==> src/hdl/lin_frame_ctrl_pkg.sv <==
// shared constants and types for the lin frame request block
package lin_frame_ctrl_pkg;

  // ----------------------------------------------------------------
  // geometry
  // ----------------------------------------------------------------
  localparam int          CHANS        = 4;
  localparam int          ADDR_W       = 12;
  localparam int          IDX_W        = 10;
  localparam int          ERR_W        = 5;
  localparam int          STAT_W       = 2;

  // ----------------------------------------------------------------
  // register indexes (byte address is four times the index)
  // ----------------------------------------------------------------
  localparam logic [9:0]  IDX_IRQ_EN   = 10'h038;
  localparam logic [9:0]  IDX_REQ      = 10'h039;
  localparam logic [9:0]  IDX_ID       = 10'h03a;
  localparam logic [9:0]  IDX_FMT      = 10'h03b;
  localparam logic [9:0]  CHAN_STRIDE  = 10'h030;
  localparam logic [9:0]  IDX_GLB_EN   = 10'h020;

  // ----------------------------------------------------------------
  // field positions
  // ----------------------------------------------------------------
  localparam int          B_STUCK      = 7;
  localparam int          B_TMO        = 6;
  localparam int          B_RDBK       = 5;
  localparam int          B_SUM        = 4;
  localparam int          B_RXD        = 2;
  localparam int          B_TXD        = 1;
  localparam int          B_FRM        = 0;
  localparam int          B_WAKE       = 4;
  localparam int          B_ABORT      = 1;
  localparam int          B_HDR        = 0;
  localparam int          ID_MSB       = 5;
  localparam int          LEN_MSB      = 4;
  localparam int          LEN_LSB      = 2;
  localparam int          B_DIR        = 1;
  localparam int          B_CLASSIC    = 0;

  // ----------------------------------------------------------------
  // write masks and reset values
  // ----------------------------------------------------------------
  localparam logic [7:0]  IRQ_EN_WMASK = 8'hf7;
  localparam logic [7:0]  RST_BYTE     = 8'h00;
  localparam logic [3:0]  RST_GLB      = 4'h0;

  // request sequencer states
  typedef enum logic [1:0] {
    SEQ_IDLE   = 2'b00,
    SEQ_HEADER = 2'b01,
    SEQ_WAKE   = 2'b10,
    SEQ_ABORT  = 2'b11
  } seq_state_type;

endpackage

==> src/hdl/lin_req_seq.sv <==
// per-channel header, wake-up and abort request sequencer
`timescale 1ns/1ps
module lin_req_seq
  import lin_frame_ctrl_pkg::*;
(
  input  wire logic clk_sys,
  input  wire logic rst_n,
  input  wire logic req_wr,
  input  wire logic req_hdr,
  input  wire logic req_wake,
  input  wire logic req_abort,
  input  wire logic op_done,
  input  wire logic bit_end,
  output logic      hdr_req_q,
  output logic      wake_req_q,
  output logic      abort_req_q,
  output logic      hdr_start_q,
  output logic      wake_start_q,
  output logic      abort_now_q,
  output logic      readback_chk_q
);

  seq_state_type state_q;
  seq_state_type state_d;

  // next state; a header written with abort wins, abort alone when idle is dropped
  always_comb begin
    state_d = state_q;
    case (state_q)
      SEQ_IDLE: begin
        if (req_wr && req_hdr) state_d = SEQ_HEADER; // RULE11 RULE12
        else if (req_wr && req_wake) state_d = SEQ_WAKE; // RULE8
      end
      SEQ_HEADER, SEQ_WAKE: begin
        if (op_done) state_d = SEQ_IDLE; // RULE13
        else if (req_wr && req_abort && !req_hdr) state_d = SEQ_ABORT; // RULE11
      end
      SEQ_ABORT: begin
        if (bit_end || op_done) state_d = SEQ_IDLE; // RULE10
      end
      default: state_d = SEQ_IDLE;
    endcase
  end

  // state register
  always_ff @(posedge clk_sys or negedge rst_n) begin
    if (!rst_n) state_q <= SEQ_IDLE;
    else state_q <= state_d;
  end

  // request bits self-clear on completion or abort; abort never sets when idle
  always_ff @(posedge clk_sys or negedge rst_n) begin
    if (!rst_n) begin
      hdr_req_q   <= 1'b0;
      wake_req_q  <= 1'b0;
      abort_req_q <= 1'b0;
    end else begin
      if (state_d == SEQ_IDLE) begin
        hdr_req_q  <= 1'b0; // RULE13
        wake_req_q <= 1'b0; // RULE13
      end else if (state_q == SEQ_IDLE) begin
        hdr_req_q  <= state_d == SEQ_HEADER;
        wake_req_q <= state_d == SEQ_WAKE;
      end
      abort_req_q <= state_d == SEQ_ABORT; // RULE10 RULE20
    end
  end

  // one-cycle strobes to the frame engine; readback off during wake-up
  always_ff @(posedge clk_sys or negedge rst_n) begin
    if (!rst_n) begin
      hdr_start_q    <= 1'b0;
      wake_start_q   <= 1'b0;
      abort_now_q    <= 1'b0;
      readback_chk_q <= 1'b1;
    end else begin
      hdr_start_q    <= state_q == SEQ_IDLE && state_d == SEQ_HEADER; // RULE12
      wake_start_q   <= state_q == SEQ_IDLE && state_d == SEQ_WAKE; // RULE8
      abort_now_q    <= state_q == SEQ_ABORT && bit_end && !op_done; // RULE10
      readback_chk_q <= !(state_d == SEQ_WAKE || (state_d == SEQ_ABORT && wake_req_q)); // RULE9
    end
  end

endmodule

==> src/hdl/lin_irq_gate.sv <==
// per-channel interrupt source gating
`timescale 1ns/1ps
module lin_irq_gate
  import lin_frame_ctrl_pkg::*;
(
  input  wire logic              clk_sys,
  input  wire logic              rst_n,
  input  wire logic [7:0]        irq_en,
  input  wire logic [ERR_W-1:0]  err_flags,
  input  wire logic [STAT_W-1:0] stat_flags,
  input  wire logic              global_en,
  output logic                   chan_irq_q
);

  logic [7:0] src;

  // line the flags up with their enable bits; the reserved slot stays low
  always_comb begin
    src          = RST_BYTE;
    src[B_STUCK] = err_flags[4];
    src[B_TMO]   = err_flags[3];
    src[B_RDBK]  = err_flags[2];
    src[B_SUM]   = err_flags[1];
    src[B_FRM]   = err_flags[0];
    src[B_RXD]   = stat_flags[1];
    src[B_TXD]   = stat_flags[0];
  end

  // registered so the pin never glitches while flags settle
  always_ff @(posedge clk_sys or negedge rst_n) begin
    if (!rst_n) chan_irq_q <= 1'b0;
    else chan_irq_q <= global_en && |(src & irq_en); // RULE1 RULE2 RULE3 RULE4 RULE5 RULE6 RULE7 RULE19
  end

endmodule

==> src/hdl/lin_frame_ctrl.sv <==
// lin master frame request registers for four channels, apb slave
//
// Functional notes
// RULE1 - bit 7 gates stuck-low flag, resets off
// RULE2 - bit 6 gates response timeout flag
// RULE3 - bit 5 gates readback error flag
// RULE4 - bit 4 gates checksum mismatch flag
// RULE5 - bit 0 gates framing error; bit 3 zero
// RULE6 - bit 2 gates reception done flag
// RULE7 - bit 1 gates transmission done flag
// RULE8 - wake-up sends buffer byte 1 when requested
// RULE9 - no readback checking during wake-up
// RULE10 - abort at bit end, then self-clears
// RULE11 - header plus abort together: abort ignored
// RULE12 - header request starts header, response follows
// RULE13 - header and wake-up bits self-clear
// RULE14 - identifier six bits, upper bits read zero
// RULE15 - length field holds byte count minus one
// RULE16 - direction one means master transmits response
// RULE17 - checksum bit one selects classic checksum
// RULE18 - four channel copies spaced 30h apart
// RULE19 - interrupt needs source and global enable
// RULE20 - abort while idle clears at once
`timescale 1ns/1ps
module lin_frame_ctrl
  import lin_frame_ctrl_pkg::*;
(
  input  wire logic                    clk_sys,
  input  wire logic                    rst_n,
  // apb slave
  input  wire logic                    psel,
  input  wire logic                    penable,
  input  wire logic                    pwrite,
  input  wire logic [ADDR_W-1:0]       paddr,
  input  wire logic [31:0]             pwdata,
  output logic      [31:0]             prdata,
  output logic                         pready,
  output logic                         pslverr,
  // frame engine, same clock
  input  wire logic [CHANS-1:0]        op_done,
  input  wire logic [CHANS-1:0]        bit_end,
  input  wire logic [CHANS*ERR_W-1:0]  err_flags,
  input  wire logic [CHANS*STAT_W-1:0] stat_flags,
  output logic      [CHANS-1:0]        hdr_start,
  output logic      [CHANS-1:0]        wake_start,
  output logic      [CHANS-1:0]        abort_now,
  output logic      [CHANS-1:0]        readback_chk_en,
  output logic      [CHANS*6-1:0]      frame_id,
  output logic      [CHANS*3-1:0]      payload_len_minus1,
  output logic      [CHANS-1:0]        resp_dir_tx,
  output logic      [CHANS-1:0]        classic_sum,
  output logic      [CHANS-1:0]        chan_irq
);

  // ----------------------------------------------------------------
  // register storage
  // ----------------------------------------------------------------
  logic [7:0]       irq_en_q   [CHANS];
  logic [ID_MSB:0]  ident_q    [CHANS];
  logic [LEN_MSB:0] format_q   [CHANS];
  logic [CHANS-1:0] glb_en_q;

  logic             pready_q;
  logic             pslverr_q;
  logic [31:0]      prdata_q;

  logic [CHANS-1:0] hdr_req;
  logic [CHANS-1:0] wake_req;
  logic [CHANS-1:0] abort_req;
  logic [CHANS-1:0] req_wr;

  // ----------------------------------------------------------------
  // address decode
  // ----------------------------------------------------------------
  logic [IDX_W-1:0] idx;
  logic             acc_phase;
  logic             wr_now;
  logic             hit;
  logic [7:0]       rd_byte;

  assign idx       = paddr[ADDR_W-1:2];
  assign acc_phase = psel && penable;
  // write lands on the edge where the master sees pready high
  assign wr_now    = acc_phase && pready_q && pwrite;

  // index of register off in channel ch
  function automatic logic [IDX_W-1:0] chan_idx(
    input logic [IDX_W-1:0] off,
    input int               ch
  );
    logic [IDX_W-1:0] step;
    step = IDX_W'(ch) * CHAN_STRIDE; // RULE18
    return off + step;
  endfunction

  // true when idx selects register off of channel ch
  function automatic logic sel(
    input logic [IDX_W-1:0] a,
    input logic [IDX_W-1:0] off,
    input int               ch
  );
    return a == chan_idx(off, ch);
  endfunction

  // read mux and hit detect; unmapped reads give zero and an error
  always_comb begin
    rd_byte = RST_BYTE;
    hit     = 1'b0;
    if (idx == IDX_GLB_EN) begin
      hit     = 1'b1;
      rd_byte = {4'h0, glb_en_q};
    end
    for (int c = 0; c < CHANS; c++) begin
      if (sel(idx, IDX_IRQ_EN, c)) begin
        hit     = 1'b1;
        rd_byte = irq_en_q[c]; // RULE5
      end
      if (sel(idx, IDX_REQ, c)) begin
        hit     = 1'b1;
        rd_byte = RST_BYTE;
        rd_byte[B_WAKE]  = wake_req[c];
        rd_byte[B_ABORT] = abort_req[c];
        rd_byte[B_HDR]   = hdr_req[c];
      end
      if (sel(idx, IDX_ID, c)) begin
        hit     = 1'b1;
        rd_byte = {2'b00, ident_q[c]}; // RULE14
      end
      if (sel(idx, IDX_FMT, c)) begin
        hit     = 1'b1;
        rd_byte = {3'b000, format_q[c]};
      end
    end
  end

  // ----------------------------------------------------------------
  // apb handshake
  // ----------------------------------------------------------------

  // one wait state: pready rises the cycle after the access phase opens,
  // which keeps every bus output coming from a flop
  always_ff @(posedge clk_sys or negedge rst_n) begin
    if (!rst_n) pready_q <= 1'b0;
    else pready_q <= acc_phase && !pready_q;
  end

  // read data and error are captured together with pready
  always_ff @(posedge clk_sys or negedge rst_n) begin
    if (!rst_n) begin
      prdata_q  <= 32'h0000_0000;
      pslverr_q <= 1'b0;
    end else if (acc_phase && !pready_q) begin
      prdata_q  <= pwrite ? 32'h0000_0000 : {24'h00_0000, rd_byte};
      pslverr_q <= !hit;
    end else begin
      prdata_q  <= 32'h0000_0000;
      pslverr_q <= 1'b0;
    end
  end

  assign prdata  = prdata_q;
  assign pready  = pready_q;
  assign pslverr = pslverr_q;

  // ----------------------------------------------------------------
  // global enable
  // ----------------------------------------------------------------

  // one enable bit per channel
  always_ff @(posedge clk_sys or negedge rst_n) begin
    if (!rst_n) glb_en_q <= RST_GLB;
    else if (wr_now && idx == IDX_GLB_EN) glb_en_q <= pwdata[CHANS-1:0]; // RULE19
  end

  // ----------------------------------------------------------------
  // per-channel registers and helpers
  // ----------------------------------------------------------------
  for (genvar g = 0; g < CHANS; g++) begin : g_chan

    // interrupt enables; reserved bit never stores
    always_ff @(posedge clk_sys or negedge rst_n) begin
      if (!rst_n) irq_en_q[g] <= RST_BYTE; // RULE1
      else if (wr_now && sel(idx, IDX_IRQ_EN, g)) irq_en_q[g] <= pwdata[7:0] & IRQ_EN_WMASK; // RULE5
    end

    // frame identifier, parity added by the engine
    always_ff @(posedge clk_sys or negedge rst_n) begin
      if (!rst_n) ident_q[g] <= RST_BYTE[ID_MSB:0];
      else if (wr_now && sel(idx, IDX_ID, g)) ident_q[g] <= pwdata[ID_MSB:0]; // RULE14
    end

    // length, direction and checksum kind
    always_ff @(posedge clk_sys or negedge rst_n) begin
      if (!rst_n) format_q[g] <= RST_BYTE[LEN_MSB:0];
      else if (wr_now && sel(idx, IDX_FMT, g)) format_q[g] <= pwdata[LEN_MSB:0]; // RULE15 RULE16 RULE17
    end

    // a write to the request register is handed to the sequencer
    assign req_wr[g] = wr_now && sel(idx, IDX_REQ, g);

    // request sequencer
    lin_req_seq u_seq (
      .clk_sys        (clk_sys),
      .rst_n          (rst_n),
      .req_wr         (req_wr[g]),
      .req_hdr        (pwdata[B_HDR]),
      .req_wake       (pwdata[B_WAKE]),
      .req_abort      (pwdata[B_ABORT]),
      .op_done        (op_done[g]),
      .bit_end        (bit_end[g]),
      .hdr_req_q      (hdr_req[g]),
      .wake_req_q     (wake_req[g]),
      .abort_req_q    (abort_req[g]),
      .hdr_start_q    (hdr_start[g]),
      .wake_start_q   (wake_start[g]),
      .abort_now_q    (abort_now[g]),
      .readback_chk_q (readback_chk_en[g])
    );

    // interrupt gate
    lin_irq_gate u_irq (
      .clk_sys    (clk_sys),
      .rst_n      (rst_n),
      .irq_en     (irq_en_q[g]),
      .err_flags  (err_flags[g*ERR_W +: ERR_W]),
      .stat_flags (stat_flags[g*STAT_W +: STAT_W]),
      .global_en  (glb_en_q[g]),
      .chan_irq_q (chan_irq[g])
    );

    // configuration straight from its flops to the engine
    assign frame_id[g*6 +: 6]           = ident_q[g];
    assign payload_len_minus1[g*3 +: 3] = format_q[g][LEN_MSB:LEN_LSB]; // RULE15
    assign resp_dir_tx[g]               = format_q[g][B_DIR]; // RULE16 RULE12
    assign classic_sum[g]               = format_q[g][B_CLASSIC]; // RULE17

  end

endmodule

==> config.mk <==
export PLATFORM = sky130hd
export DESIGN_NAME = lin_frame_ctrl
export DESIGN_NICKNAME = d
export VERILOG_FILES = /design/src/hdl/lin_frame_ctrl_pkg.sv /design/src/hdl/lin_req_seq.sv /design/src/hdl/lin_irq_gate.sv /design/src/hdl/lin_frame_ctrl.sv
export SDC_FILE = /design/constraint.sdc
export NUM_CORES = 1
export LEC_CHECK = 0
export ABC_AREA = 0
export BUFFER_PORTS_ARGS = -buffer_cell sky130_fd_sc_hd__buf_2
export CORE_ASPECT_RATIO = 1.1
export CORE_MARGIN = 2
export CORE_UTILIZATION = 50
export CTS_BUF_LIST = sky130_fd_sc_hd__clkbuf_4 sky130_fd_sc_hd__clkbuf_8
export CTS_CLUSTER_DIAMETER = 200
export DETAILED_ROUTE_END_ITERATION = 8
export HOLD_SLACK_MARGIN = 0.08
export PLACE_DENSITY_LB_ADDON = 0.3
export SLEW_MARGIN = 20
export SYNTH_ARGS = -nofsm -noshare
export SYNTH_HDL_FRONTEND = slang
export SYNTH_SLANG_ARGS = --single-unit
==> constraint.sdc <==
create_clock -name clk_sys -period 2.7 [get_ports clk_sys]
set_input_delay 0.81 -clock clk_sys [delete_from_list [all_inputs] [get_ports clk_sys]]
set_output_delay 0.81 -clock clk_sys [all_outputs]
set_load 0.005 [all_outputs]
* Word-level counts from Yosys, hierarchy flattened
Cells that the tools add are included.
** Storage, ports and cells
- Logic and storage cells :: 274
- Register bits after elaboration :: 150
- Input bits :: 85
- Output and inout bits :: 98
** Cells by class
- Muxes and demuxes :: 77
- Bitwise operators :: 4
- Reduce and logical (&&, ||, !) cells :: 100
- Equal/unequal tests :: 41
** Operators by type and width (number)
- 8-bit 2-to-1 mux :: 18
- 10-bit by 8-bit equality test with 1-bit output (second input constant) :: 8
- 1-bit logical AND :: 61
- 10-bit by 6-bit equality test with 1-bit output (second input constant) :: 5
- 10-bit by 7-bit equality test with 1-bit output (second input constant) :: 4
- 2-bit 2-to-1 mux :: 20
- 1-bit 2-to-1 mux :: 34
- 8-bit bitwise AND :: 4
- 2-bit equality test (second input constant) :: 16
- 8-bit OR reduction :: 4
- 2-bit case mux with 3 select lines :: 4
- 2-bit by 1-bit equality test with 1-bit output (second input constant) :: 8
- 2-bit zero test :: 8
- 1-bit zero test :: 11
- 1-bit logical OR :: 8
- 2-bit nonzero test :: 4
- 2-bit OR reduction :: 4
- 4-bit 2-to-1 mux :: 1

* Logic depth before layout (Yosys ltp)
Gate-level depths: netlist of run 1.
- Depth after elaboration :: 20
- Depth in mapped cells :: 9

* Hierarchy
A second synthesis of run 1 with hierarchy kept.
** Second synthesis, totals
- Cells, all modules :: 610
- Area total of the unflattened synthesis :: 6705.2 µm²
** By module, submodules not included
- lin_frame_ctrl :: times used 1, seq. area each 2152.1 µm², area each 4613.2 µm², cells each 410
- lin_req_seq :: times used 4, seq. area each 226.5 µm², area each 462.9 µm², cells each 44
- lin_irq_gate :: times used 4, seq. area each 25.0 µm², area each 60.1 µm², cells each 6

* Worst setup path after synthesis of run 1
Ideal clock, no wire load.
- Kind :: input -> register
- Start :: in paddr[8]
- End :: reg prdata_q[1] (netlist: prdata[1])
- Arrival :: 2.441 ns
- Setup slack :: 0.125 ns
- Stages :: 8
- Library setup time :: 0.134 ns
- Cells stage by stage :: or4b_1 buf_2 or2_4 buf_6 o21ai_1 o21ai_1 a2111oi_2 a211oi_1
** Between the ends
- Cells in the longest elaborated chain, start to end :: 20
- Elaborated cells between the ends (all ways) :: 36
- Those cells by class :: eq/ne: 17; mux: 19
** RTL lines
- start: declaration :: RTL line lin_frame_ctrl.sv:34 : input wire logic [ADDR_W-1:0] paddr,
- 10-bit by 6-bit equality test with 1-bit output :: RTL line lin_frame_ctrl.sv:109 : if (idx == IDX_GLB_EN) begin
- 4-bit 2-to-1 mux :: RTL line lin_frame_ctrl.sv:109
- 8-bit 2-to-1 mux :: RTL line lin_frame_ctrl.sv:114 : if (sel(idx, IDX_IRQ_EN, c)) begin
- 8-bit 2-to-1 mux :: RTL line lin_frame_ctrl.sv:118 : if (sel(idx, IDX_REQ, c)) begin
- 8-bit 2-to-1 mux :: RTL line lin_frame_ctrl.sv:125 : if (sel(idx, IDX_ID, c)) begin
- 8-bit 2-to-1 mux :: RTL line lin_frame_ctrl.sv:129 : if (sel(idx, IDX_FMT, c)) begin
- 8-bit 2-to-1 mux :: RTL line lin_frame_ctrl.sv:114
- 8-bit 2-to-1 mux :: RTL line lin_frame_ctrl.sv:118
- [4 not listed]
- 8-bit 2-to-1 mux :: RTL line lin_frame_ctrl.sv:125
- 8-bit 2-to-1 mux :: RTL line lin_frame_ctrl.sv:129
- 8-bit 2-to-1 mux :: RTL line lin_frame_ctrl.sv:114
- 8-bit 2-to-1 mux :: RTL line lin_frame_ctrl.sv:118
- 8-bit 2-to-1 mux :: RTL line lin_frame_ctrl.sv:125
- 8-bit 2-to-1 mux (*) :: RTL line lin_frame_ctrl.sv:129
- 8-bit 2-to-1 mux (*) :: RTL line lin_frame_ctrl.sv:153 : prdata_q <= pwrite ? 32'h0000_0000 : {24'h00_0000, rd_byte};
- 8-bit 2-to-1 mux (*) :: RTL line lin_frame_ctrl.sv:152 : end else if (acc_phase && !pready_q) begin
- end signal: assignment :: RTL line lin_frame_ctrl.sv:153
- end: declaration :: RTL line lin_frame_ctrl.sv:65 : logic [31:0] prdata_q;
Mark *: on every way between the ends. The rest lies on a longest branch, timed or not.
A chain may end at the register's enable or synchronous reset.

* Worst setup path after layout of run 1
- Start :: in paddr[6]
- End :: reg g_chan[3].u_seq.abort_req_q
** Between the ends
- Cells in the longest elaborated chain, start to end :: 8
- Elaborated cells between the ends (all ways) :: 12
- Those cells by class :: eq/ne: 2; mux: 5; reduce/logical: 5
** RTL lines
- 10-bit by 8-bit equality test with 1-bit output (*) :: RTL line lin_frame_ctrl.sv:102 : return a == chan_idx(off, ch);
- 1-bit logical AND (*) :: RTL line lin_frame_ctrl.sv:199 : assign req_wr[g] = wr_now && sel(idx, IDX_REQ, g);
- 1-bit logical AND (2 in a row) :: RTL line lin_req_seq.sv:36 : else if (req_wr && req_abort && !req_hdr) state_d = SEQ_ABORT;
- 2-bit 2-to-1 mux :: RTL line lin_req_seq.sv:36
- 2-bit 2-to-1 mux :: RTL line lin_req_seq.sv:35 : if (op_done) state_d = SEQ_IDLE;
- 2-bit case mux with 3 select lines (*) :: RTL line lin_req_seq.sv:29 : case (state_q)
- named net g_chan[3].u_seq.state_d[1] :: RTL line lin_req_seq.sv:24 : seq_state_type state_d;
- 2-bit equality test (*) :: RTL line lin_req_seq.sv:65 : abort_req_q <= state_d == SEQ_ABORT;
- end signal: assignment :: RTL line lin_req_seq.sv:56 : abort_req_q <= 1'b0;
- end signal: assignment :: RTL line lin_req_seq.sv:65
- end: declaration :: RTL line lin_req_seq.sv:16 : output logic abort_req_q,
The timed path passes the listed nets; every way through them passes the cells marked *.

==> results of run 1 <==
[cells by family after synthesis]
logic type / Yosys count
buffers and inverters: 98
flip-flops: 126
other: 1
multiplexers: 83
adder cells (fa/ha/maj): 8
AO/OA/AOI/OAI: 160
AND/OR/NAND/NOR: 148
[state kept, by name, summed over array words and instances, names as in the netlist]
| signal | cells |
|---|---|
| g_chan.u_seq.abort_now_q | 4 |
| g_chan.u_seq.wake_start_q | 4 |
| g_chan.u_seq.abort_req_q | 4 |
| pready | 1 |
| g_chan.u_seq.hdr_start_q | 4 |
| resp_dir_tx | 4 |
| frame_id | 24 |
| g_chan.u_seq.readback_chk_q | 4 |
| g_chan.u_irq.chan_irq_q | 4 |
| g_chan.u_seq.state_q | 8 |
| classic_sum | 4 |
| g_chan.u_seq.hdr_req_q | 4 |
| pslverr | 1 |
| payload_len_minus1 | 12 |
| glb_en_q | 4 |
| prdata | 8 |
| irq_en_q | 28 |
| g_chan.u_seq.wake_req_q | 4 |
[area by class of cell]
type | instances | area [sq um] | share of cell area [%]
clock buffer | 21 | 277 | 3.40
clock inverter | 11 | 188 | 2.31
inverter | 25 | 93.8 | 1.15
multi-input combinational | 423 | 2960 | 36.4
sequential | 126 | 3160 | 38.8
tap | 157 | 196 | 2.41
timing repair buffer | 210 | 1260 | 15.5
[cells in the final DEF (no fill, tap or decap), types with 11 or more instances in the layout]
cell type	netlist	layout
dfrtp_1	122	122
mux2_2	46	46
a21oi_1	38	38
a22oi_1	12	12
buf_4	44	78
nor2_1	41	41
clkbuf_8	0	19
o21ai_1	20	20
nand3_1	14	14
nand2_1	32	32
a21o_1	11	11
conb_1	1	24
mux2_1	33	33
o21ai_0	20	20
buf_2	7	131
inv_1	23	23
[layer usage]
metal  vias to the layer above  wire [microns]
met5                         -               0
met1                      2821            8590
met4                         0             604
met3                        51            1550
met2                       303            9850
li1                       2568               -
[metrics by stage]
stage	total power, mW	setup slack (ns)
after global placement	2.65	-0.168
after global routing	4.76	0.155
after floorplan	2.45	0.125
final	4.58	0.223
after detailed placement	2.68	-0.161
after CTS	4.60	0.274
[where the power goes]
group	total (mW)	internal (mW)	switching [mW]
Clock	1.92	1.16	0.761
Combinational	0.622	0.259	0.363
Sequential	2.04	1.98	0.0575
[worst register-to-register path, delay by kind of cell, from the launching register on]
kind               cells  cell delay [ns]
AOI/OAI and AO/OA      2             0.43
and+or+nand+nor        4             1.09
DFF                    1             0.43
[how the worst max path moves through the flow]
stage          cells past startpoint  slack (ns)                           to
6_report                           9        0.22  g_chan[3].u_seq.abort_req_q
5_1_grt                            9        0.16  g_chan[3].u_seq.abort_req_q
4_1_cts                            9        0.27  g_chan[3].u_seq.abort_req_q
3_5_place_dp                       9       -0.16  g_chan[3].u_seq.abort_req_q
3_3_place_gp                       8       -0.17                    prdata[2]
2_1_floorplan                      8        0.13                    prdata[1]
==> flow_metrics.py, run 1 <==
metrics = {
    "global_route": {
        "grt_use_met3_pct": 7.59,
        "grt_max_degree": 127,
        "grt_usage_pct": 30.0,
        "grt_pass1_wl_microns": 31900,
        "antenna_found_initial": 0,
        "gr-total-overflow": 0,
        "busiest_layer": "met2",
        "grt_pass1_vias": 5690,
        "met1_usage_pct": 39.5,
        "grt_use_met2_pct": 47.9,
    },
    "logic_synthesis": {
        "ys_ff_latch": 126,
        "synth_xor_area_share_pct": 0,
        "synth_common_cells": "122 x dfrtp_1, 46 x mux2_2, 44 x buf_4",
        "synth_fa_ha_area_share_pct": 1.52,
        "synth_top_area_share_pct": 46.4,
        "syn_area_sq_mm": 0.00658,
        "yosysWarnings": 0,
        "synth_area_leaders": "dfrtp_1 46%, mux2_2 7.9%, mux2_1 5.6%",
        "ys_seq_area_share_pct": 48.0,
        "ys.flop_type": "dfrtp_1",
        "synth_mux_area_share_pct": 14.3,
        "synthCells": 624,
        "synth_edf_count": 0,
        "avgSynthCellArea_sq_um": 10.6,
        "synth_most_common_cell": "dfrtp_1",
        "synth-simple-area-share_pct": 11.9,
        "synth_cell_types": 68,
        "synth_top_area_cell": "dfrtp_1",
        "async_reset_ff_share_pct": 100,
        "synth_compound_area_share_pct": 15.9,
        "synth_top_family_by_area": "compound AO/OA/AOI/OAI gates",
    },
    "die": {
        "fp-row-count": 43,
        "dieArea_sq_mm": 0.0141,
        "ios": 183,
        "dieWidth_microns": 113,
        "core-area_sq_mm": 0.0128,
        "start_util_pct": 51.6,
        "die_y_microns": 124,
    },
    "clock_network": {
        "clk_pin_slew_ns": 0.08,
        "cts_tree": "done",
        "post_cts_buffers": 0,
        "cts_resized": 0,
        "htreeDepth": 4,
        "cts-buffers-inserted": 17,
        "cts.sinks": 126,
        "clk_latency_ns": 0.45,
        "ctsHoldBuffers": 0,
        "clock_path_buffers": 2,
        "clockRootBuffer": "clkbuf_8",
    },
    "timing": {
        "slew_headroom_pct": 50.1,
        "fin_tns_setup_ns": 0,
        "min_period_ns": 2.48,
        "rsz0062_at_grt": "false",
        "fmax_ghz": 0.404,
        "hold_violations": 0,
        "hold_slack_ns": 0.429,
        "worst_pin_slew_ns": 0.749,
        "drv_slew": 0,
        "skew_ns": 0.00723,
        "timing.final.crit_share_pct": 91.7,
        "setup_viol": 0,
    },
    "status": {
        "status": "finished, final reports clean",
    },
    "drt": {
        "routed_wl_microns": 20600,
        "drc": 0,
        "via_count": 5743,
        "viasPerCell": 5.90,
        "ant_nets": 0,
        "drtIter0Drc": 453,
        "drtPass1Iterations": 5,
        "wl_per_cell_microns": 21.2,
    },
    "critical_path": {
        "cp_slowest_stage_delay_ns": 0.49,
        "rr_worst_depth": 6,
        "r2r_setup_slack_ns": 0.63,
        "startpoint_type": "input pin",
        "arrival_ns": 2.80,
        "slowest_stage": "nor4b_2",
        "cp_max_fo": 3,
        "path_class": "in2reg",
        "path_cells": "buf_2 -> buf_4 -> nor4b_2 -> nand2b_1 -> buf_4 -> o21ai_1 -> a21oi_1 -> or3_1 -> nor2b_1",
        "cpLargestDelayFamily": "simple AND/OR/NAND/NOR gates",
        "cp-end-kind": "flop",
        "cp.buffers_inverters": 3,
        "r2r_start": "pready",
        "worst-endpoint-required_ns": 3.03,
        "rr_endpoint": "g_chan[3].u_seq.abort_req_q",
        "crit_start": "paddr[6]",
        "crit_top_cell": "buf_4",
    },
    "cells_and_area": {
        "final_core_util_pct": 63.8,
        "nFillCells": 1053,
        "post-route-cell-area_sq_mm": 0.00814,
        "num_antenna_cells": 0,
        "synthToLayoutAreaGrowth_pct": 23.6,
        "stdcell_count": 973,
        "drive_gt1_share_pct": 37.4,
        "fin_nets": 896,
    },
    "placed_design": {
        "post-dp-hpwl_microns": 15500,
        "place.gp.congestion": 0.960,
        "dp.cells": 941,
        "placedInstanceArea_sq_mm": 0.00767,
        "io_buffers": 132,
    },
    "power_and_ir_drop": {
        "p_leak_nw": 4.19,
        "pwr_density_cell_mw_per_mm2": 563,
        "ir_drop_v": 0.000410,
    },
    "run": {
        "drv_cap": 0,
    },
    "min_path": {
        "worstHoldPathType": "in2async",
    },
}
Note: power is estimated with default switching activity, not from simulation.
==> run 2: changes to the inputs <==
--- a/config.mk
+++ b/config.mk
@@ -7,9 +7,11 @@
 export LEC_CHECK = 0
 export ABC_AREA = 0
 export BUFFER_PORTS_ARGS = -buffer_cell sky130_fd_sc_hd__buf_2
+export CELL_PAD_IN_SITES_DETAIL_PLACEMENT = 0
+export CELL_PAD_IN_SITES_GLOBAL_PLACEMENT = 1
 export CORE_ASPECT_RATIO = 1.1
 export CORE_MARGIN = 2
-export CORE_UTILIZATION = 50
+export CORE_UTILIZATION = 45
 export CTS_BUF_LIST = sky130_fd_sc_hd__clkbuf_4 sky130_fd_sc_hd__clkbuf_8
 export CTS_CLUSTER_DIAMETER = 200
 export DETAILED_ROUTE_END_ITERATION = 8
==> flow_metrics.py, run 2 (same netlist as run 1, synthesis figures left out) <==
metrics = {
    "cells_and_area": {
        "top_register": "irq_en_q",
        "stdcell_count": 1010,
        "mostFrequentLayoutCells": "131 x buf_2, 122 x dfrtp_1, 76 x buf_4, 46 x mux2_2, 41 x nor2_1",
        "drive_gt1_share_pct": 37.5,
        "final_core_util_pct": 57.3,
        "num_antenna_cells": 0,
        "layout_commonest_cell": "buf_2",
        "synthToLayoutAreaGrowth_pct": 25.3,
        "largest_reg_flops": 28,
        "post-route-cell-area_sq_mm": 0.00825,
        "fin_nets": 898,
    },
    "drt": {
        "drtIter0Drc": 435,
        "drtPass1Iterations": 7,
        "routed_wl_microns": 21800,
        "wl_per_cell_microns": 21.6,
        "drc": 0,
        "viasPerCell": 5.62,
        "ant_nets": 0,
        "via_count": 5677,
    },
    "status": {
        "status": "finished, final reports clean",
    },
    "power_and_ir_drop": {
        "pwr_density_cell_mw_per_mm2": 561,
        "p_leak_nw": 4.21,
        "finalPower_mw": 4.62,
        "ir_drop_v": 0.000372,
    },
    "global_route": {
        "grt_pass1_wl_microns": 33400,
        "busiest_layer": "met2",
        "grt_pass1_vias": 5732,
        "met1_usage_pct": 36.9,
        "grt_usage_pct": 28.8,
        "grt_use_met2_pct": 50.4,
        "antenna_found_initial": 0,
        "grt_use_met3_pct": 4.90,
        "grt_max_degree": 52,
        "gr-total-overflow": 0,
    },
    "timing": {
        "drv_slew": 0,
        "hold_violations": 0,
        "fmax_ghz": 0.404,
        "skew_ns": 0.00962,
        "setup_viol": 0,
        "slew_headroom_pct": 60.2,
        "rsz0062_at_grt": "false",
        "timing.final.crit_share_pct": 91.8,
        "min_period_ns": 2.48,
        "worst_pin_slew_ns": 0.588,
    },
    "placed_design": {
        "post-dp-hpwl_microns": 16600,
        "dp.cells": 978,
        "placedInstanceArea_sq_mm": 0.00778,
        "io_buffers": 132,
        "place.gp.congestion": 0.911,
    },
    "clock_network": {
        "clock_path_buffers": 2,
        "cts_resized": 0,
        "post_cts_buffers": 0,
        "clockRootBuffer": "clkbuf_8",
        "htreeDepth": 4,
        "clk_latency_ns": 0.46,
        "clk_pin_slew_ns": 0.08,
        "cts-buffers-inserted": 17,
        "ctsHoldBuffers": 0,
        "cts.sinks": 126,
        "cts_tree": "done",
    },
    "critical_path": {
        "crit_start": "paddr[8]",
        "crit_path_end": "g_chan[0].u_seq.wake_req_q",
        "cp_max_fo": 3,
        "r2r_setup_slack_ns": 0.67,
        "cp-end-kind": "flop",
        "startpoint_type": "input pin",
        "path_class": "in2reg",
        "rr_endpoint": "g_chan[0].u_seq.wake_req_q",
        "worst-endpoint-required_ns": 3.11,
        "arrival_ns": 2.89,
        "path_cells": "buf_2 -> or4b_1 -> buf_4 -> nor2_1 -> buf_4 -> a21oi_1 -> nor4b_1 -> a21o_1",
        "slowest_stage": "or4b_1",
        "rr_worst_depth": 5,
        "r2r_start": "pready",
        "crit_top_cell": "buf_4",
        "cp_slowest_stage_delay_ns": 0.60,
    },
    "die": {
        "fp-row-count": 46,
        "ios": 183,
        "die_y_microns": 131,
        "dieWidth_microns": 119,
        "core-area_sq_mm": 0.0144,
        "dieArea_sq_mm": 0.0156,
        "start_util_pct": 45.8,
    },
    "min_path": {
        "worstHoldPathType": "in2async",
    },
    "run": {
        "drv_cap": 0,
    },
}
-- run 2: worst min-delay path by stage --
stage	depth (start not counted)	slack (ns)	startpoint	endpoint
after floorplan	1	0.41	g_chan[1].u_seq.wake_req_q	g_chan[1].u_seq.readback_chk_q
after global placement	1	0.47	g_chan[0].u_seq.wake_req_q	g_chan[0].u_seq.readback_chk_q
after detailed placement	1	0.45	g_chan[2].u_seq.wake_req_q	g_chan[2].u_seq.readback_chk_q
after CTS	1	0.30	rst_n	pslverr
after global routing	1	0.31	rst_n	pslverr
final	1	0.30	rst_n	pslverr
-- run 2: area by class of cell --
class | instances | area [sq um]
Tap cell | 192 | 240
Clock buffer | 17 | 234
Clock inverter | 15 | 231
Fill cell | 1309 | 6140
Multi-Input combinational cell | 423 | 2960
Timing Repair Buffer | 212 | 1330
Sequential cell | 126 | 3160
Inverter | 25 | 93.8
-- run 2: power breakdown --
| group | leakage (nW) | internal [mW] | switching, mW |
|---|---|---|---|
| combinational | 2.25 | 0.255 | 0.363 |
| sequential | 1.73 | 1.98 | 0.0602 |
| clock | 0.228 | 1.11 | 0.855 |
-- run 2: layer usage --
| layer | vias to the layer above | routed length (microns) |
|---|---|---|
| li1 | 2584 | - |
| met1 | 2876 | 9280 |
| met2 | 195 | 11000 |
| met3 | 22 | 1180 |
| met4 | 0 | 315 |
| met5 | - | 0 |
-- run 2: critical path: cells and delay by family --
kind / cells / cell delay, ns
AO/OA/AOI/OAI: 2 / 0.21
buffers and inverters: 3 / 0.47
AND/OR/NAND/NOR: 3 / 1.39
-- run 2: per-stage QoR --
step	TNS (ns)	worst slack [ns]	hold slack, ns
after global routing	0	0.116	0.311
final	0	0.222	0.298
after CTS	0	0.242	0.301
after global placement	-6.06	-0.196	0.468
after floorplan	0	0.125	0.407
after detailed placement	-7.52	-0.238	0.452
==> run 3: changes to the inputs <==
--- a/config.mk
+++ b/config.mk
@@ -5,13 +5,13 @@
 export SDC_FILE = /design/constraint.sdc
 export NUM_CORES = 1
 export LEC_CHECK = 0
-export ABC_AREA = 0
+export ABC_AREA = 1
 export BUFFER_PORTS_ARGS = -buffer_cell sky130_fd_sc_hd__buf_2
 export CELL_PAD_IN_SITES_DETAIL_PLACEMENT = 0
 export CELL_PAD_IN_SITES_GLOBAL_PLACEMENT = 1
 export CORE_ASPECT_RATIO = 1.1
 export CORE_MARGIN = 2
-export CORE_UTILIZATION = 45
+export CORE_UTILIZATION = 42
 export CTS_BUF_LIST = sky130_fd_sc_hd__clkbuf_4 sky130_fd_sc_hd__clkbuf_8
 export CTS_CLUSTER_DIAMETER = 200
 export DETAILED_ROUTE_END_ITERATION = 8
==> flow_metrics.py, run 3 <==
metrics = {
    "clock_network": {
        "htreeDepth": 4,
        "cts_tree": "done",
        "ctsHoldBuffers": 0,
        "post_cts_buffers": 0,
        "clk_pin_slew_ns": 0.08,
        "cts_resized": 0,
        "clk_latency_ns": 0.46,
        "cts.sinks": 126,
        "cts-buffers-inserted": 17,
        "clockRootBuffer": "clkbuf_8",
        "clock_path_buffers": 2,
    },
    "placed_design": {
        "dp.cells": 1113,
        "io_buffers": 132,
        "post-dp-hpwl_microns": 13700,
        "place.gp.congestion": 0.869,
    },
    "die": {
        "dieArea_sq_mm": 0.0164,
        "core-area_sq_mm": 0.0151,
        "dieWidth_microns": 122,
        "start_util_pct": 43.0,
        "fp-row-count": 47,
        "ios": 183,
        "die_y_microns": 134,
    },
    "drt": {
        "viasPerCell": 4.90,
        "ant_nets": 0,
        "wl_per_cell_microns": 15.9,
        "drc": 0,
        "drtIter0Drc": 320,
        "drtPass1Iterations": 5,
        "via_count": 5604,
        "routed_wl_microns": 18200,
    },
    "timing": {
        "fmax_ghz": 0.459,
        "setup_viol": 0,
        "min_period_ns": 2.18,
        "hold_violations": 0,
        "worst_pin_slew_ns": 0.633,
        "drv_slew": 0,
        "slew_headroom_pct": 57.8,
        "rsz0062_at_grt": "false",
        "timing.final.crit_share_pct": 80.7,
        "fin_tns_setup_ns": 0,
        "skew_ns": 0.00944,
    },
    "logic_synthesis": {
        "synth_top_area_share_pct": 47.2,
        "yosysWarnings": 0,
        "synth_common_cells": "214 x nand2_1, 122 x dfrtp_1, 93 x o21ai_0",
        "synth_edf_count": 0,
        "syn_area_sq_mm": 0.00647,
        "ys_ff_latch": 126,
        "synth_top_area_cell": "dfrtp_1",
        "ys_seq_area_share_pct": 48.8,
        "avgSynthCellArea_sq_um": 8.12,
        "ys.flop_type": "dfrtp_1",
        "synth_area_leaders": "dfrtp_1 47%, nand2_1 12%, o21ai_0 7.2%",
        "synthCells": 797,
        "async_reset_ff_share_pct": 100,
        "synth_cell_types": 44,
        "synth_most_common_cell": "nand2_1",
    },
    "cells_and_area": {
        "mostFrequentLayoutCells": "214 x nand2_1, 131 x buf_2, 122 x dfrtp_1, 93 x o21ai_0, 76 x inv_1",
        "num_antenna_cells": 0,
        "layout_commonest_cell": "nand2_1",
        "multi_input_area_sq_mm": 0.00268,
        "top_register": "irq_en_q",
        "fin_nets": 1029,
        "seqCellArea_sq_mm": 0.00316,
        "drive_gt1_share_pct": 25.1,
        "nFillCells": 1517,
        "synthToLayoutAreaGrowth_pct": 18.7,
        "largest_reg_flops": 28,
        "stdcell_count": 1144,
    },
    "global_route": {
        "grt_pass1_wl_microns": 28800,
        "grt_max_degree": 47,
        "grt_usage_pct": 23.2,
        "gr-total-overflow": 0,
        "antenna_found_initial": 0,
        "grt_pass1_vias": 5486,
    },
    "status": {
        "status": "finished, final reports clean",
    },
    "critical_path": {
        "path_cells": "buf_2 -> inv_1 -> nor2_2 -> inv_1 -> nor2_1 -> nand2_1 -> nand2_1 -> nor2_1 -> nand2_1 -> nand2_1 -> nand2_1 -> nand2_1 -> nand2_1 -> nand2_1 -> nand4_1 -> nand2_1 -> a21oi_1",
        "crit_path_end": "prdata[0]",
        "crit_top_cell": "nand2_1",
        "cp.buffers_inverters": 3,
        "arrival_ns": 2.56,
        "rr_endpoint": "g_chan[0].u_seq.wake_req_q",
        "slowest_stage": "nand2_1",
        "worst-endpoint-required_ns": 3.08,
        "crit_start": "paddr[8]",
        "path_class": "in2reg",
        "cp_num_cells": 17,
        "r2r_setup_slack_ns": 0.93,
        "startpoint_type": "input pin",
        "cp-end-kind": "flop",
        "rr_worst_depth": 13,
        "cp_max_fo": 7,
        "cpLargestDelayFamily": "simple AND/OR/NAND/NOR gates",
        "cp_slowest_stage_delay_ns": 0.21,
        "r2r_start": "pready",
    },
    "min_path": {
        "worstHoldPathType": "in2async",
    },
    "power_and_ir_drop": {
        "ir_drop_v": 0.000262,
        "finalPower_mw": 4.87,
        "pwr_density_cell_mw_per_mm2": 634,
        "p_leak_nw": 4.05,
    },
    "run": {
        "drv_cap": 0,
    },
}
run 3: cell types whose count changed after synthesis, sizes merged, moves of 8 or more:
cell | previous run | this run
a222oi | 9 | 0
clkbuf | 20 | 12
nor2b | 8 | 0
inv | 24 | 91
nand2 | 32 | 216
o21ai | 40 | 103
a21o | 11 | 1
nor2 | 45 | 79
buf | 53 | 45
a22oi | 12 | 1
nand3 | 14 | 30
mux2 | 79 | 0
run 3: final cells by class:
class / count / area share (%)
Clock buffer: 20 / 3.58
Clock inverter: 11 / 1.51
Inverter: 91 / 4.45
Multi-Input combinational cell: 546 / 34.9
Sequential cell: 126 / 41.1
Tap cell: 196 / 3.19
Timing Repair Buffer: 154 / 11.3
run 3: stage by stage:
step / cell area (sq um) / util, % / hold WS [ns] / setup slack (ns)
3_3_place_gp: 7290 / 48.4 / 0.433 / 0.0815
6_report: 7680 / 51.0 / 0.364 / 0.521
4_1_cts: 7680 / 51.0 / 0.375 / 0.562
3_5_place_dp: 7290 / 48.4 / 0.435 / 0.0719
2_1_floorplan: 6560 / - / 0.405 / 0.499
5_1_grt: 7680 / 51.0 / 0.398 / 0.296
run 3: how the worst min path moves through the flow:
stage                                           from                             end  slack [ns]  depth (start not counted)
after detailed placement  g_chan[0].u_seq.wake_req_q  g_chan[0].u_seq.readback_chk_q        0.44                          1
after global placement    g_chan[0].u_seq.wake_req_q  g_chan[0].u_seq.readback_chk_q        0.43                          1
after CTS                                      rst_n     g_chan[0].u_seq.abort_now_q        0.38                          1
after global routing                           rst_n     g_chan[0].u_seq.abort_now_q        0.40                          1
final                                          rst_n     g_chan[0].u_seq.abort_now_q        0.36                          1
after floorplan           g_chan[0].u_seq.wake_req_q  g_chan[0].u_seq.readback_chk_q        0.40                          1
run 3: kinds of logic after synthesis:
| family | after synthesis | synth area share [%] |
|---|---|---|
| compound gates | 173 | 15.4 |
| other cells | 1 | 0.0579 |
| buf+inv | 148 | 11.2 |
| fa+ha+maj | 8 | 1.55 |
| simple gates | 341 | 23.0 |
| flops | 126 | 48.8 |
run 3: metal layers:
metal	wire, microns	track usage (%)	up-vias
li1	-	-	2798
met1	8410	31.2	2609
met2	8340	36.4	164
met3	988	5.36	33
met4	430	8.81	0
met5	0	0	-
run 3: report_power, final:
group	leakage [nW]	switching [mW]	total, mW	internal (mW)
Combinational	2.13	0.686	1.07	0.382
Clock	0.196	0.776	1.66	0.879
Sequential	1.72	0.0750	2.15	2.07
